## src/design/rec_mask_pkg.sv

```systemverilog
// shared constants and carrier types for the record count and mask register bank
package rec_mask_pkg;
	// byte register addresses after byte-order normalisation
	localparam logic [4:0] ADDR_RL_HIGH_LO = 5'h14;
	localparam logic [4:0] ADDR_RL_HIGH_HI = 5'h15;
	localparam logic [4:0] ADDR_RL_LOW_LO = 5'h16;
	localparam logic [4:0] ADDR_RL_LOW_HI = 5'h17;
	localparam logic [4:0] ADDR_SKIP_HIGH_LO = 5'h18;
	localparam logic [4:0] ADDR_SKIP_HIGH_HI = 5'h19;
	localparam logic [4:0] ADDR_SKIP_LOW_LO = 5'h1A;
	localparam logic [4:0] ADDR_SKIP_LOW_HI = 5'h1B;
	localparam logic [4:0] ADDR_ERROR_MASK = 5'h1C;
	localparam logic [4:0] ADDR_IRQ_MASK_LOW = 5'h1E;
	localparam logic [4:0] ADDR_IRQ_MASK_HIGH = 5'h1F;
	// reset and rollover values
	localparam logic [31:0] RL_RESET = 32'h0000_0000;
	localparam logic [31:0] RL_ROLLOVER = 32'h1000_0000;
	localparam logic [31:0] SKIP_RESET = 32'h0000_0000;
	localparam logic [7:0] MASK_RESET = 8'h00;
	// implemented bits of each mask byte
	localparam logic [7:0] ERROR_MASK_BITS = 8'h6E;
	localparam logic [7:0] IRQ_LOW_BITS = 8'hE1;
	localparam logic [7:0] IRQ_HIGH_BITS = 8'hF3;
	// error mask field positions
	localparam int SIDE_U_PARITY_MASK = 6;
	localparam int SIDE_C_PARITY_MASK = 5;
	localparam int SIDE_C_OVERFLOW_MASK = 3;
	localparam int SIDE_U_OVERFLOW_MASK = 2;
	localparam int DECODER_CODE_ERR_MASK = 1;
	// interrupt vector positions (mask high byte sits at 15:8)
	localparam int FINISHED_IRQ = 7;
	localparam int HALTED_IRQ = 6;
	localparam int SUPPRESS_END_IRQ = 5;
	localparam int FAULT_IRQ = 0;
	localparam int DECODER_REC_END_IRQ = 15;
	localparam int SIDE_C_COMPARE_IRQ = 14;
	localparam int SIDE_C_ONE_BYTE_IRQ = 13;
	localparam int SIDE_C_REC_END_IRQ = 12;
	localparam int SIDE_U_ONE_BYTE_IRQ = 9;
	localparam int SIDE_U_REC_END_IRQ = 8;
	// transfer mode codes from the command decoder
	localparam logic [2:0] XM_NONE = 3'h0;
	localparam logic [2:0] XM_COMP_BYPASS = 3'h1;
	localparam logic [2:0] XM_COMP = 3'h2;
	localparam logic [2:0] XM_DECOMP_BYPASS = 3'h3;
	localparam logic [2:0] XM_DECOMP = 3'h4;
	localparam logic [2:0] XM_DECOMP_OD = 3'h5;
	// clocks that the reset command takes to settle
	localparam logic [3:0] SOFT_RESET_CLOCKS = 4'hC;

	typedef struct packed {
		logic bus_style;
		logic [1:0] ctrl;
		logic [4:0] addr;
		logic [7:0] wdata;
	} host_req_type;

	typedef struct packed {
		logic start;
		logic resume;
		logic soft_reset;
		logic finish;
		logic [2:0] mode;
		logic u_byte;
		logic u_pad;
		logic rec_at_decoder;
	} xfer_event_type;
endpackage

```

## src/design/record_len_counter.sv

```systemverilog
// record length down-counter with host byte writes and per-record reload
`timescale 1ns/1ps
module record_len_counter import rec_mask_pkg::*; #(
	parameter int WIDTH = 32
) (
	input wire logic clk,
	input wire logic clear,
	input wire logic wr_en,
	input wire logic [1:0] wr_lane,
	input wire logic [7:0] wr_byte,
	input wire logic roll,
	input wire logic dec,
	input wire logic reload,
	output logic [WIDTH-1:0] count,
	output logic hit_zero
);
	logic [WIDTH-1:0] count_reg;
	logic [WIDTH-1:0] shadow_reg;

	generate
		if (WIDTH != 32) begin : g_bad_width
			$error("record_len_counter needs WIDTH of 32");
		end
	endgenerate

	// one byte taken off the count reaches zero now
	assign hit_zero = dec && (count_reg == WIDTH'(1));
	assign count = count_reg;

	// host-written value kept for reload at each record end
	always_ff @(posedge clk) begin
		if (clear) begin
			shadow_reg <= RL_RESET;
		end else if (wr_en) begin
			shadow_reg[wr_lane*8 +: 8] <= wr_byte;
		end
	end

	// counter itself: clear, host write, rollover, reload, decrement
	always_ff @(posedge clk) begin
		if (clear) begin
			count_reg <= RL_RESET;
		end else if (wr_en) begin
			count_reg[wr_lane*8 +: 8] <= wr_byte;
		end else if (roll) begin
			count_reg <= RL_ROLLOVER;
		end else if (hit_zero && reload) begin
			count_reg <= shadow_reg;
		end else if (dec && count_reg != '0) begin
			count_reg <= count_reg - WIDTH'(1);
		end
	end
endmodule // record_len_counter

```

## src/design/rec_mask_regs.sv

```systemverilog
// host register bank: record length, skip count, error and interrupt masks
`timescale 1ns/1ps
module rec_mask_regs import rec_mask_pkg::*; #(
	parameter int COUNT_WIDTH = 32
) (
	input wire logic CORE_CLK,
	input wire logic RESET,
	input wire host_req_type HOST_REQ,
	output logic [7:0] HOST_DATA_OUT,
	output logic HOST_DATA_OE_N,
	output logic HOST_WAIT_N,
	output logic HOST_WAIT_OE_N,
	output logic IRQ_REQUEST_N,
	input wire xfer_event_type XFER_EVT,
	input wire logic [31:0] RECORD_COUNT,
	input wire logic [7:0] ERR_STATUS,
	input wire logic [15:0] IRQ_PENDING,
	output logic SIDE_U_REC_END,
	output logic XFER_TOTAL_DONE,
	output logic SIDE_U_OUTPUT_DISABLE,
	output logic SUPPRESS_END,
	output logic ANY_FAULT_FLAG,
	output logic FAULT_IRQ_SET
);
	typedef enum logic [0:0] {RUN_IDLE, RUN_ACTIVE} run_state_type;

	run_state_type run_reg;
	logic [2:0] mode_reg;
	logic [31:0] skip_reg;
	logic [31:0] seen_reg;
	logic [7:0] error_report_mask_reg;
	logic [7:0] imsk_low_reg;
	logic [7:0] imsk_high_reg;
	logic [3:0] settle_reg;
	logic [7:0] rdata_reg;
	logic rd_act_reg;
	logic wr_act_reg;
	logic irq_n_reg;
	logic rec_end_reg;
	logic total_done_reg;
	logic od_reg;
	logic supp_end_reg;
	logic fault_reg;
	logic fault_set_reg;
	logic cs;
	logic rd_act;
	logic wr_act;
	logic wr_pulse;
	logic [4:0] eff_addr;
	logic clear;
	logic [31:0] count;
	logic hit_zero;
	logic rl_wr;
	logic count_mode;
	logic dec;
	logic roll;
	logic od_active;
	logic od_whole;
	logic fault_now;
	logic [15:0] irq_vec;

	generate
		if (COUNT_WIDTH != 32) begin : g_bad_width
			$error("rec_mask_regs needs COUNT_WIDTH of 32");
		end
	endgenerate

	// style high swaps the byte pair so one map serves both orders
	function automatic logic [4:0] norm_addr(input logic style, input logic [4:0] a);
		norm_addr = style ? {a[4:1], ~a[0]} : a;
	endfunction

	// byte lane of a 32-bit counter addressed by a normalised address
	function automatic logic [1:0] lane_of(input logic [4:0] a);
		lane_of = {~a[1], a[0]};
	endfunction

	// strobe decode for both bus styles
	always_comb begin
		if (HOST_REQ.bus_style) begin
			cs = ~HOST_REQ.ctrl[0];
			rd_act = cs && HOST_REQ.ctrl[1];
			wr_act = cs && !HOST_REQ.ctrl[1];
		end else begin
			rd_act = ~HOST_REQ.ctrl[0];
			wr_act = ~HOST_REQ.ctrl[1];
			cs = rd_act || wr_act;
		end
	end

	// one write per strobe, held off while a reset command settles
	assign wr_pulse = wr_act && !wr_act_reg && (settle_reg == 4'h0);
	assign eff_addr = norm_addr(HOST_REQ.bus_style, HOST_REQ.addr);
	assign clear = RESET || XFER_EVT.soft_reset;
	assign rl_wr = wr_pulse && eff_addr[4:2] == ADDR_RL_HIGH_LO[4:2];

	// strobe history for edge detection and read data timing
	always_ff @(posedge CORE_CLK) begin
		if (RESET) begin
			rd_act_reg <= 1'b0;
			wr_act_reg <= 1'b0;
		end else begin
			rd_act_reg <= rd_act;
			wr_act_reg <= wr_act;
		end
	end

	// reset command settle timer
	always_ff @(posedge CORE_CLK) begin
		if (RESET) begin
			settle_reg <= 4'h0;
		end else if (XFER_EVT.soft_reset) begin
			settle_reg <= SOFT_RESET_CLOCKS;
		end else if (settle_reg != 4'h0) begin
			settle_reg <= settle_reg - 4'h1;
		end
	end

	// transfer tracking
	always_ff @(posedge CORE_CLK) begin
		if (clear) begin
			run_reg <= RUN_IDLE;
			mode_reg <= XM_NONE;
		end else begin
			case (run_reg)
				RUN_IDLE: begin
					if (XFER_EVT.start) begin
						run_reg <= RUN_ACTIVE;
						mode_reg <= XFER_EVT.mode;
					end
				end
				RUN_ACTIVE: begin
					if (XFER_EVT.finish) begin
						run_reg <= RUN_IDLE;
						mode_reg <= XM_NONE;
					end else if (XFER_EVT.start) begin
						mode_reg <= XFER_EVT.mode;
					end
				end
				default: run_reg <= RUN_IDLE;
			endcase
		end
	end

	// record length counts only in compression, compression bypass and decompression bypass
	assign count_mode = run_reg == RUN_ACTIVE &&
		(mode_reg == XM_COMP || mode_reg == XM_COMP_BYPASS || mode_reg == XM_DECOMP_BYPASS);
	assign dec = count_mode && XFER_EVT.u_byte && !XFER_EVT.u_pad;
	assign roll = (XFER_EVT.start || XFER_EVT.resume) && count == RL_RESET;

	record_len_counter #(
		.WIDTH(COUNT_WIDTH)
	) u_rl (
		.clk(CORE_CLK),
		.clear(clear),
		.wr_en(rl_wr),
		.wr_lane(lane_of(eff_addr)),
		.wr_byte(HOST_REQ.wdata),
		.roll(roll),
		.dec(dec),
		.reload(mode_reg != XM_DECOMP_BYPASS),
		.count(count),
		.hit_zero(hit_zero)
	);

	// record end per record, or whole transfer in decompression bypass
	always_ff @(posedge CORE_CLK) begin
		if (clear) begin
			rec_end_reg <= 1'b0;
			total_done_reg <= 1'b0;
		end else begin
			rec_end_reg <= hit_zero && mode_reg != XM_DECOMP_BYPASS;
			total_done_reg <= hit_zero && mode_reg == XM_DECOMP_BYPASS;
		end
	end

	// skip count register, host byte writes
	always_ff @(posedge CORE_CLK) begin
		if (clear) begin
			skip_reg <= SKIP_RESET;
		end else if (wr_pulse && eff_addr[4:2] == ADDR_SKIP_HIGH_LO[4:2]) begin
			skip_reg[lane_of(eff_addr)*8 +: 8] <= HOST_REQ.wdata;
		end
	end

	// output suppression during output-disabled decompression
	assign od_active = run_reg == RUN_ACTIVE && mode_reg == XM_DECOMP_OD;
	assign od_whole = skip_reg == SKIP_RESET || skip_reg > RECORD_COUNT;

	always_ff @(posedge CORE_CLK) begin
		if (clear || XFER_EVT.start) begin
			seen_reg <= 32'h0000_0000;
		end else if (od_active && XFER_EVT.rec_at_decoder && seen_reg < skip_reg) begin
			seen_reg <= seen_reg + 32'h0000_0001;
		end
	end

	always_ff @(posedge CORE_CLK) begin
		if (clear) begin
			od_reg <= 1'b0;
			supp_end_reg <= 1'b0;
		end else begin
			od_reg <= od_active && (od_whole || seen_reg < skip_reg);
			supp_end_reg <= od_active && !od_whole && XFER_EVT.rec_at_decoder &&
				seen_reg + 32'h0000_0001 == skip_reg;
		end
	end

	// mask registers; reserved bits never store
	always_ff @(posedge CORE_CLK) begin
		if (clear) begin
			error_report_mask_reg <= MASK_RESET;
			imsk_low_reg <= MASK_RESET;
			imsk_high_reg <= MASK_RESET;
		end else if (wr_pulse) begin
			case (eff_addr)
				ADDR_ERROR_MASK: error_report_mask_reg <= HOST_REQ.wdata & ERROR_MASK_BITS;
				ADDR_IRQ_MASK_LOW: imsk_low_reg <= HOST_REQ.wdata & IRQ_LOW_BITS;
				ADDR_IRQ_MASK_HIGH: imsk_high_reg <= HOST_REQ.wdata & IRQ_HIGH_BITS;
				default: ;
			endcase
		end
	end

	// unmasked errors raise the any-fault flag and fault interrupt
	assign fault_now = |(ERR_STATUS & ERROR_MASK_BITS & ~error_report_mask_reg);

	always_ff @(posedge CORE_CLK) begin
		if (clear) begin
			fault_reg <= 1'b0;
			fault_set_reg <= 1'b0;
		end else begin
			fault_reg <= fault_now;
			fault_set_reg <= fault_now && !fault_reg;
		end
	end

	// interrupt request pin gated by both mask bytes
	assign irq_vec = {IRQ_PENDING[15:1], IRQ_PENDING[FAULT_IRQ] || fault_reg} &
		~{imsk_high_reg, imsk_low_reg} &
		{IRQ_HIGH_BITS, IRQ_LOW_BITS};

	always_ff @(posedge CORE_CLK) begin
		if (clear) begin
			irq_n_reg <= 1'b1;
		end else begin
			irq_n_reg <= ~|irq_vec;
		end
	end

	// read data path
	always_ff @(posedge CORE_CLK) begin
		if (RESET) begin
			rdata_reg <= 8'h00;
		end else if (rd_act) begin
			case (eff_addr)
				ADDR_RL_HIGH_LO, ADDR_RL_HIGH_HI, ADDR_RL_LOW_LO, ADDR_RL_LOW_HI:
					rdata_reg <= count[lane_of(eff_addr)*8 +: 8];
				ADDR_SKIP_HIGH_LO, ADDR_SKIP_HIGH_HI, ADDR_SKIP_LOW_LO, ADDR_SKIP_LOW_HI:
					rdata_reg <= skip_reg[lane_of(eff_addr)*8 +: 8];
				ADDR_ERROR_MASK: rdata_reg <= error_report_mask_reg;
				ADDR_IRQ_MASK_LOW: rdata_reg <= imsk_low_reg;
				ADDR_IRQ_MASK_HIGH: rdata_reg <= imsk_high_reg;
				default: rdata_reg <= 8'h00;
			endcase
		end
	end

	// bus pins: data driven once read data is registered, wait held low until then
	assign HOST_DATA_OUT = rdata_reg;
	assign HOST_DATA_OE_N = !(rd_act && rd_act_reg);
	assign HOST_WAIT_N = !(rd_act && !rd_act_reg);
	assign HOST_WAIT_OE_N = !cs;
	assign IRQ_REQUEST_N = irq_n_reg;
	assign SIDE_U_REC_END = rec_end_reg;
	assign XFER_TOTAL_DONE = total_done_reg;
	assign SIDE_U_OUTPUT_DISABLE = od_reg;
	assign SUPPRESS_END = supp_end_reg;
	assign ANY_FAULT_FLAG = fault_reg;
	assign FAULT_IRQ_SET = fault_set_reg;

	logic quiet;
	assign quiet = !rl_wr && !XFER_EVT.start && !XFER_EVT.resume && !XFER_EVT.soft_reset;
endmodule // rec_mask_regs

```

## config.mk

```make
export PLATFORM = sky130hd
export DESIGN_NAME = rec_mask_regs
export DESIGN_NICKNAME = d
export VERILOG_FILES = /design/src/design/rec_mask_pkg.sv /design/src/design/record_len_counter.sv /design/src/design/rec_mask_regs.sv
export SDC_FILE = /design/constraint.sdc
export NUM_CORES = 1
export LEC_CHECK = 0
export ABC_AREA = 0
export ABC_CLOCK_PERIOD_IN_PS = 3310
export BUFFER_PORTS_ARGS = -buffer_cell sky130_fd_sc_hd__buf_2
export CELL_PAD_IN_SITES_DETAIL_PLACEMENT = 1
export CELL_PAD_IN_SITES_GLOBAL_PLACEMENT = 2
export CORE_MARGIN = 1
export CORE_UTILIZATION = 34
export CTS_BUF_LIST = sky130_fd_sc_hd__clkbuf_4
export DETAILED_ROUTE_END_ITERATION = 8
export PLACE_DENSITY = 0.87
export SYNTH_ARGS = -nofsm -noshare
export SYNTH_HDL_FRONTEND = slang
export SYNTH_HIERARCHICAL = 1
export SYNTH_SLANG_ARGS = --single-unit
```

## constraint.sdc

```tcl
create_clock -name CORE_CLK -period 3.31 [get_ports CORE_CLK]
set_input_delay 0.1655 -clock CORE_CLK [delete_from_list [all_inputs] [get_ports CORE_CLK]]
set_output_delay 0.1655 -clock CORE_CLK [all_outputs]
set_load 0.01 [all_outputs]
```

==> impl_metrics.toml, run 1 <==
[routing]
drt_iter0_drc = 832
wirelength_mm = 42.9
firstDrtPassIters = 5
antenna_left = 0
drc = 0
num_vias = 11776
wl_per_cell_microns = 21.2
vias_per_cell = 5.84

[placed_design]
port_buffers = 92
hpwl_mm = 31.2
place.gp.congestion = 0.869
place_area_sq_mm = 0.0126

[synthesis]
synth_mux_area_share_pct = 4.13
ys_top_cells_by_count = "168 x dfxtp_1, 149 x a21oi_1, 142 x nand2_1, 101 x nor2_1, 90 x inv_1"
ys_ff_latch = 168
synthXorXnorAreaFrac_pct = 5.45
synth_nets = 1589
synthSimpleGateAreaFrac_pct = 25.9
yosysUniqueCellTypes = 78
synth_flop_cell = "dfxtp_1"
synth_most_common_cell = "dfxtp_1"
synth.cell_area_sq_mm = 0.0114
synth_top_area_share_pct = 29.5
synthCells = 1429
synth_top_family_by_area = "simple AND/OR/NAND/NOR gates"
synth_compound_area_share_pct = 20.3
synth_edf_count = 0
ys_top_cells_by_area = "dfxtp_1 30%, ha_1 8.3%, a21oi_1 6.5%, nand2_1 4.7%, xnor2_1 3.5%"
ys_seq_area_share_pct = 29.5
yosysWarningCount = 6
yosysTopAreaCell = "dfxtp_1"
synthArstFlopShare_pct = 0
synth_area_per_cell_sq_um = 7.97
synthAdderAreaFrac_pct = 8.35

[floorplanning]
rows = 66
dieArea_sq_mm = 0.0342
initial_core_util_pct = 34.8
io_pins = 102
core_sq_mm = 0.0328
die_h_microns = 185
die_w_microns = 185

[critical_path]
cp_slowest_cell = "nor2_2"
cp.required_ns = 3.91
r2r_start = "settle_reg[0]$_SDFFE_PP0P_"
crit_chain = "inv_1, ha_1, inv_1, or3_1, nor3_4, and4b_1, nor2_2, nand3_1, o21a_1, buf_4, nand2b_1, a31oi_1"
crit_type = "reg2reg"
path_buf_inv = 3
cp_num_cells = 12
r2r-end = "u_rl/count[28]$_SDFFE_PP0P_"
startpoint = "settle_reg[0]$_SDFFE_PP0P_"
crit_fanout = 25
crit_top_cell = "inv_1"
ff2ff_path_depth = 12
rrSetupSlack_ns = 0.19
cp-end-kind = "flip-flop"
setup.worst_path.end = "u_rl/count[28]$_SDFFE_PP0P_"
critPathLaunchType = "flip-flop"
max_stage_delay_ns = 0.79
cpLargestDelayFamily = "simple AND/OR/NAND/NOR gates"
cp_data_arrival_time_ns = 3.72

[sta]
finalClockSkew_ns = 0.0407
fin_crit_ns = 3.12
hold_slack_ns = 0.0672
worstMarginPinSlew_ns = 1.02
hold_viol_final = 0
rsz0062_at_grt = "no"
maxSlewViolCount = 0
setup_violations = 0
max_freq_ghz = 0.320
slew_headroom_pct = 31.6
setup_tns_ns = 0
period_share_pct = 94.4

[global_route]
grt_pass1_vias = 11637
grt_overflow = 0
grtUsageTotal_pct = 25.4
grt_max_degree = 65
antenna_found_initial = 2
grt_pass1_wl_mm = 66.8

[finish]
final_util_pct = 40.3
area_growth_pct = 16.0
drive_gt1_share_pct = 15.6
final_area_sq_mm = 0.0132
fill_cells = 4034
final_nets = 1720

[power]
p_sw_mw = 3.88
pwr-share-clk_pct = 15.5
max-vdd-ir-drop_uv = 398
seqPwrFrac_pct = 29.5
p_comb_share_pct = 55.0
power_density_mw_per_mm2 = 622
power.internal_mw = 4.34
power.share.switching_pct = 47.2
p_leak_nw = 5.13

[min_path]
hp-class = "in2reg"
min_from = "HOST_REQ[12]"

[clocking]
cts_setup_buffers = 0
cts_buffers = 17
path_clk_slew_ns = 0.19
clock_sinks = 168
cts-hold-fix-buffers = 31
cts_max_level = 4
ctsResizeCount = 0
worstSkewPairLatency_ns = 0.66
cts_buffer_depth = 2
cts_tree = "built"
clock_tree.root_cell = "clkbuf_4"

[outcome]
run_status = "finished clean"

[job]
cap_violations = 0
[logic make-up (layout without fill, tap and decap cells)]
family	Yosys count	count (layout)
and+or+nand+nor	549	549
AOI/OAI and AO/OA	364	364
xor gates and xnor gates	70	70
other	0	2
adders and majority gates	76	76
muxes	27	27
buffers and inverters	175	319
DFF	168	168
[worst min path at each step]
stage	to	slack (ns)	cells after the start
final	HOST_DATA_OUT[3]$_SDFFE_PP0N_	0.07	5
after global routing	HOST_DATA_OUT[2]$_SDFFE_PP0N_	0.10	5
after CTS	HOST_DATA_OUT[3]$_SDFFE_PP0N_	0.04	5
after detailed placement	mode_reg[0]$_SDFF_PP0_	0.42	3
after global placement	mode_reg[0]$_SDFF_PP0_	0.40	3
after floorplan	HOST_DATA_OUT[7]$_SDFFE_PP0N_	0.23	1
[tightest hold or removal path: stages]
cell and delay (ns):
buf_2 0.13, nand3_1 0.20, o21ai_1 0.11, o21ai_0 0.07, nor2_1 0.04
[through the flow]
step / setup WS [ns] / power, mW / instances
final: 0.186 / 8.22 / 2017
after detailed placement: 0.199 / 6.89 / 1952
after CTS: 0.186 / 8.19 / 2015
after floorplan: 0.0276 / 5.78 / 1429
after global routing: 0.00409 / 8.76 / 2017
after global placement: 0.283 / 6.74 / 1952
[placed cells by master (no fill, tap or decap), types with 32 or more instances in the layout]
master and instances:
a21oi_1 149, xnor2_1 46, buf_2 92, inv_1 90, nor3_1 35, nand3_1 68
buf_4 71, nand4_1 32, dfxtp_1 168, ha_1 76, or4_1 37, o21ai_0 38
nor2_1 100, nand2_1 142
[layout make-up]
cell class | instances | area, sq um | share of cell area, %
inverter | 92 | 347 | 2.62
clock inverter | 15 | 155 | 1.17
sequential | 168 | 3360 | 25.5
timing repair buffer | 195 | 1320 | 10.0
multi-input combinational | 1086 | 7340 | 55.5
tap | 442 | 553 | 4.19
clock buffer | 17 | 128 | 0.966
antenna | 2 | 5.00 | 0.0379
[layer usage]
layer / vias up / global-route usage, % / wire length [microns]
met5: - / 0 / 0
met4: 0 / 8.13 / 1170
met3: 69 / 3.97 / 2250
met2: 343 / 41.4 / 19800
met1: 5830 / 34.1 / 19700
li1: 5534 / - / -
[power groups by stage]
stage | Clock (mW) | Sequential (mW) | Combinational, mW
finish | 1.28 | 2.43 | 4.52
detailed placement | 0 | 2.46 | 4.43
global route | 1.38 | 2.44 | 4.95
floorplan | 0 | 2.35 | 3.43
global placement | 0 | 2.46 | 4.28
CTS | 1.30 | 2.42 | 4.47
Power figures use the tool's default switching activity.
==> inputs of run 2 (changes only) <==
Settings changed: ABC_CLOCK_PERIOD_IN_PS 3310 to 3700, CORE_UTILIZATION 34 to 40, PLACE_DENSITY 0.87 to 0.95.
Clock period 3.31 ns to 3.7 ns, I/O delays scaled along.
==> impl_metrics.toml, run 2 (synthesis gave the netlist of run 1 again) <==
[critical_path]
cp.required_ns = 4.21
critPathLaunchType = "flip-flop"
rrSetupSlack_ns = 0.40
crit_fanout = 31
r2r_start = "mode_reg[2]$_SDFF_PP0_"
r2r-end = "u_rl/count[27]$_SDFFE_PP0P_"
cp-end-kind = "flip-flop"
startpoint = "mode_reg[2]$_SDFF_PP0_"
crit_type = "reg2reg"
ff2ff_path_depth = 9
cp_data_arrival_time_ns = 3.81

[routing]
vias_per_cell = 6.12
antenna_left = 0
firstDrtPassIters = 6
drt_iter0_drc = 916
wl_per_cell_microns = 21.7
num_vias = 11763
drc = 0
wirelength_mm = 41.8

[floorplanning]
rows = 61
die_h_microns = 171
initial_core_util_pct = 40.8
dieArea_sq_mm = 0.0292
die_w_microns = 171
core_sq_mm = 0.0279
io_pins = 102

[finish]
register_area_sq_mm = 0.00336
fill_cells = 3513
mostFrequentLayoutCell = "dfxtp_1"
final_cell_mix = "168 x dfxtp_1, 149 x a21oi_1, 142 x nand2_1, 100 x nor2_1, 92 x buf_2"
final_nets = 1692
final_area_sq_mm = 0.0129
drive_gt1_share_pct = 14.5
area_growth_pct = 12.8
multi_input_area_sq_mm = 0.00733
final_util_pct = 46.0

[sta]
slew_headroom_pct = 35.6
fin_crit_ns = 3.30
max_freq_ghz = 0.303
finalClockSkew_ns = 0.0394
hold_viol_final = 0
setup_violations = 0
maxSlewViolCount = 0
rsz0062_at_grt = "no"
setup_tns_ns = 0
worstMarginPinSlew_ns = 0.963
period_share_pct = 89.1

[clocking]
clock_tree.root_cell = "clkbuf_4"
path_clk_slew_ns = 0.14
clock_sinks = 168
cts_tree = "built"
cts_buffers = 17
worstSkewPairLatency_ns = 0.62
cts_setup_buffers = 0
cts_max_level = 4
cts_buffer_depth = 2

[outcome]
run_status = "finished clean"

[min_path]
min_to = "imsk_high_reg[0]$_SDFFE_PP0P_"
hold_path_depth = 3
hp-class = "in2reg"
min_from = "HOST_REQ[0]"

[placed_design]
port_buffers = 92
place_area_sq_mm = 0.0124
hpwl_mm = 30.3
place.gp.congestion = 0.909

[power]
p_leak_nw = 4.96
p_total_mw = 7.32
power_density_mw_per_mm2 = 570
max-vdd-ir-drop_uv = 456

[global_route]
grt_overflow = 0
grtUsageTotal_pct = 28.9
grt_pass1_wl_mm = 64.6
grt_pass1_vias = 11538
antenna_found_initial = 1
grt_max_degree = 67

[job]
cap_violations = 0
## run 2: cell types whose count changed in the layout (fill, tap and decap cells not counted), moves of 2 or more
cell,before,now
clkinv_8,3,0
clkinv_1,1,4
clkinvlp_4,1,5
dlygate4sd3_1,31,21
inv_6,5,0
inv_8,3,0
buf_4,71,54
bufinv_16,0,2
## run 2: area by class of cell
class	count	area share, %
multi-input combinational	1086	57.0
clock inverter	14	1.05
sequential	168	26.2
clock buffer	17	0.993
tap	378	3.68
antenna	1	0.0195
timing repair buffer	167	8.37
inverter	92	2.70
## run 2: routing by layer
metal | global-route usage, % | vias to the layer above | part of all wire (%)
met2 | 47.8 | 416 | 47
met3 | 4.72 | 82 | 6.7
met5 | 0 | - | 0
met4 | 11.3 | 0 | 3.0
met1 | 37.5 | 5801 | 44
li1 | - | 5464 | -
## run 2: worst max-delay path by stage
stage                                   to  slack, ns  cells past startpoint
2_1_floorplan  u_rl/count[14]$_SDFFE_PP0P_       0.10                     16
3_3_place_gp   u_rl/count[28]$_SDFFE_PP0P_       0.56                      9
3_5_place_dp   u_rl/count[25]$_SDFFE_PP0P_       0.48                      9
4_1_cts         u_rl/count[8]$_SDFFE_PP0P_       0.45                      9
5_1_grt         u_rl/count[8]$_SDFFE_PP0P_       0.17                      9
6_report       u_rl/count[27]$_SDFFE_PP0P_       0.40                      9
## run 2: what timing repair did
item,CTS,global route
hold endpoints to repair,24,0
gates resized for setup,0,0
hold buffers,21,0
## run 2: metrics by stage
step / cells / setup WS (ns) / hold slack [ns]
floorplan: 1429 / 0.103 / 0.254
global placement: 1870 / 0.564 / 0.422
detailed placement: 1870 / 0.482 / 0.442
CTS: 1922 / 0.447 / 0.00535
global route: 1923 / 0.174 / 0.0163
finish: 1923 / 0.404 / 0.0564
## run 2: critical path, stage by stage, from the launching register on
cell and delay (ns):
dfxtp_1 0.36, nor4bb_1 0.32, o21a_1 0.31, and2_1 0.19, nand4_1 0.19, or4_4 0.75, nand3_1 0.24, o21a_1 0.49
nor2_1 0.10, a311oi_1 0.26
## run 2: power by group
group,leakage [nW],switching (mW),internal (mW)
Sequential,1.36,0.206,1.92
Combinational,3.48,2.49,1.62
Clock,0.126,0.697,0.387
Total,4.96,3.40,3.93
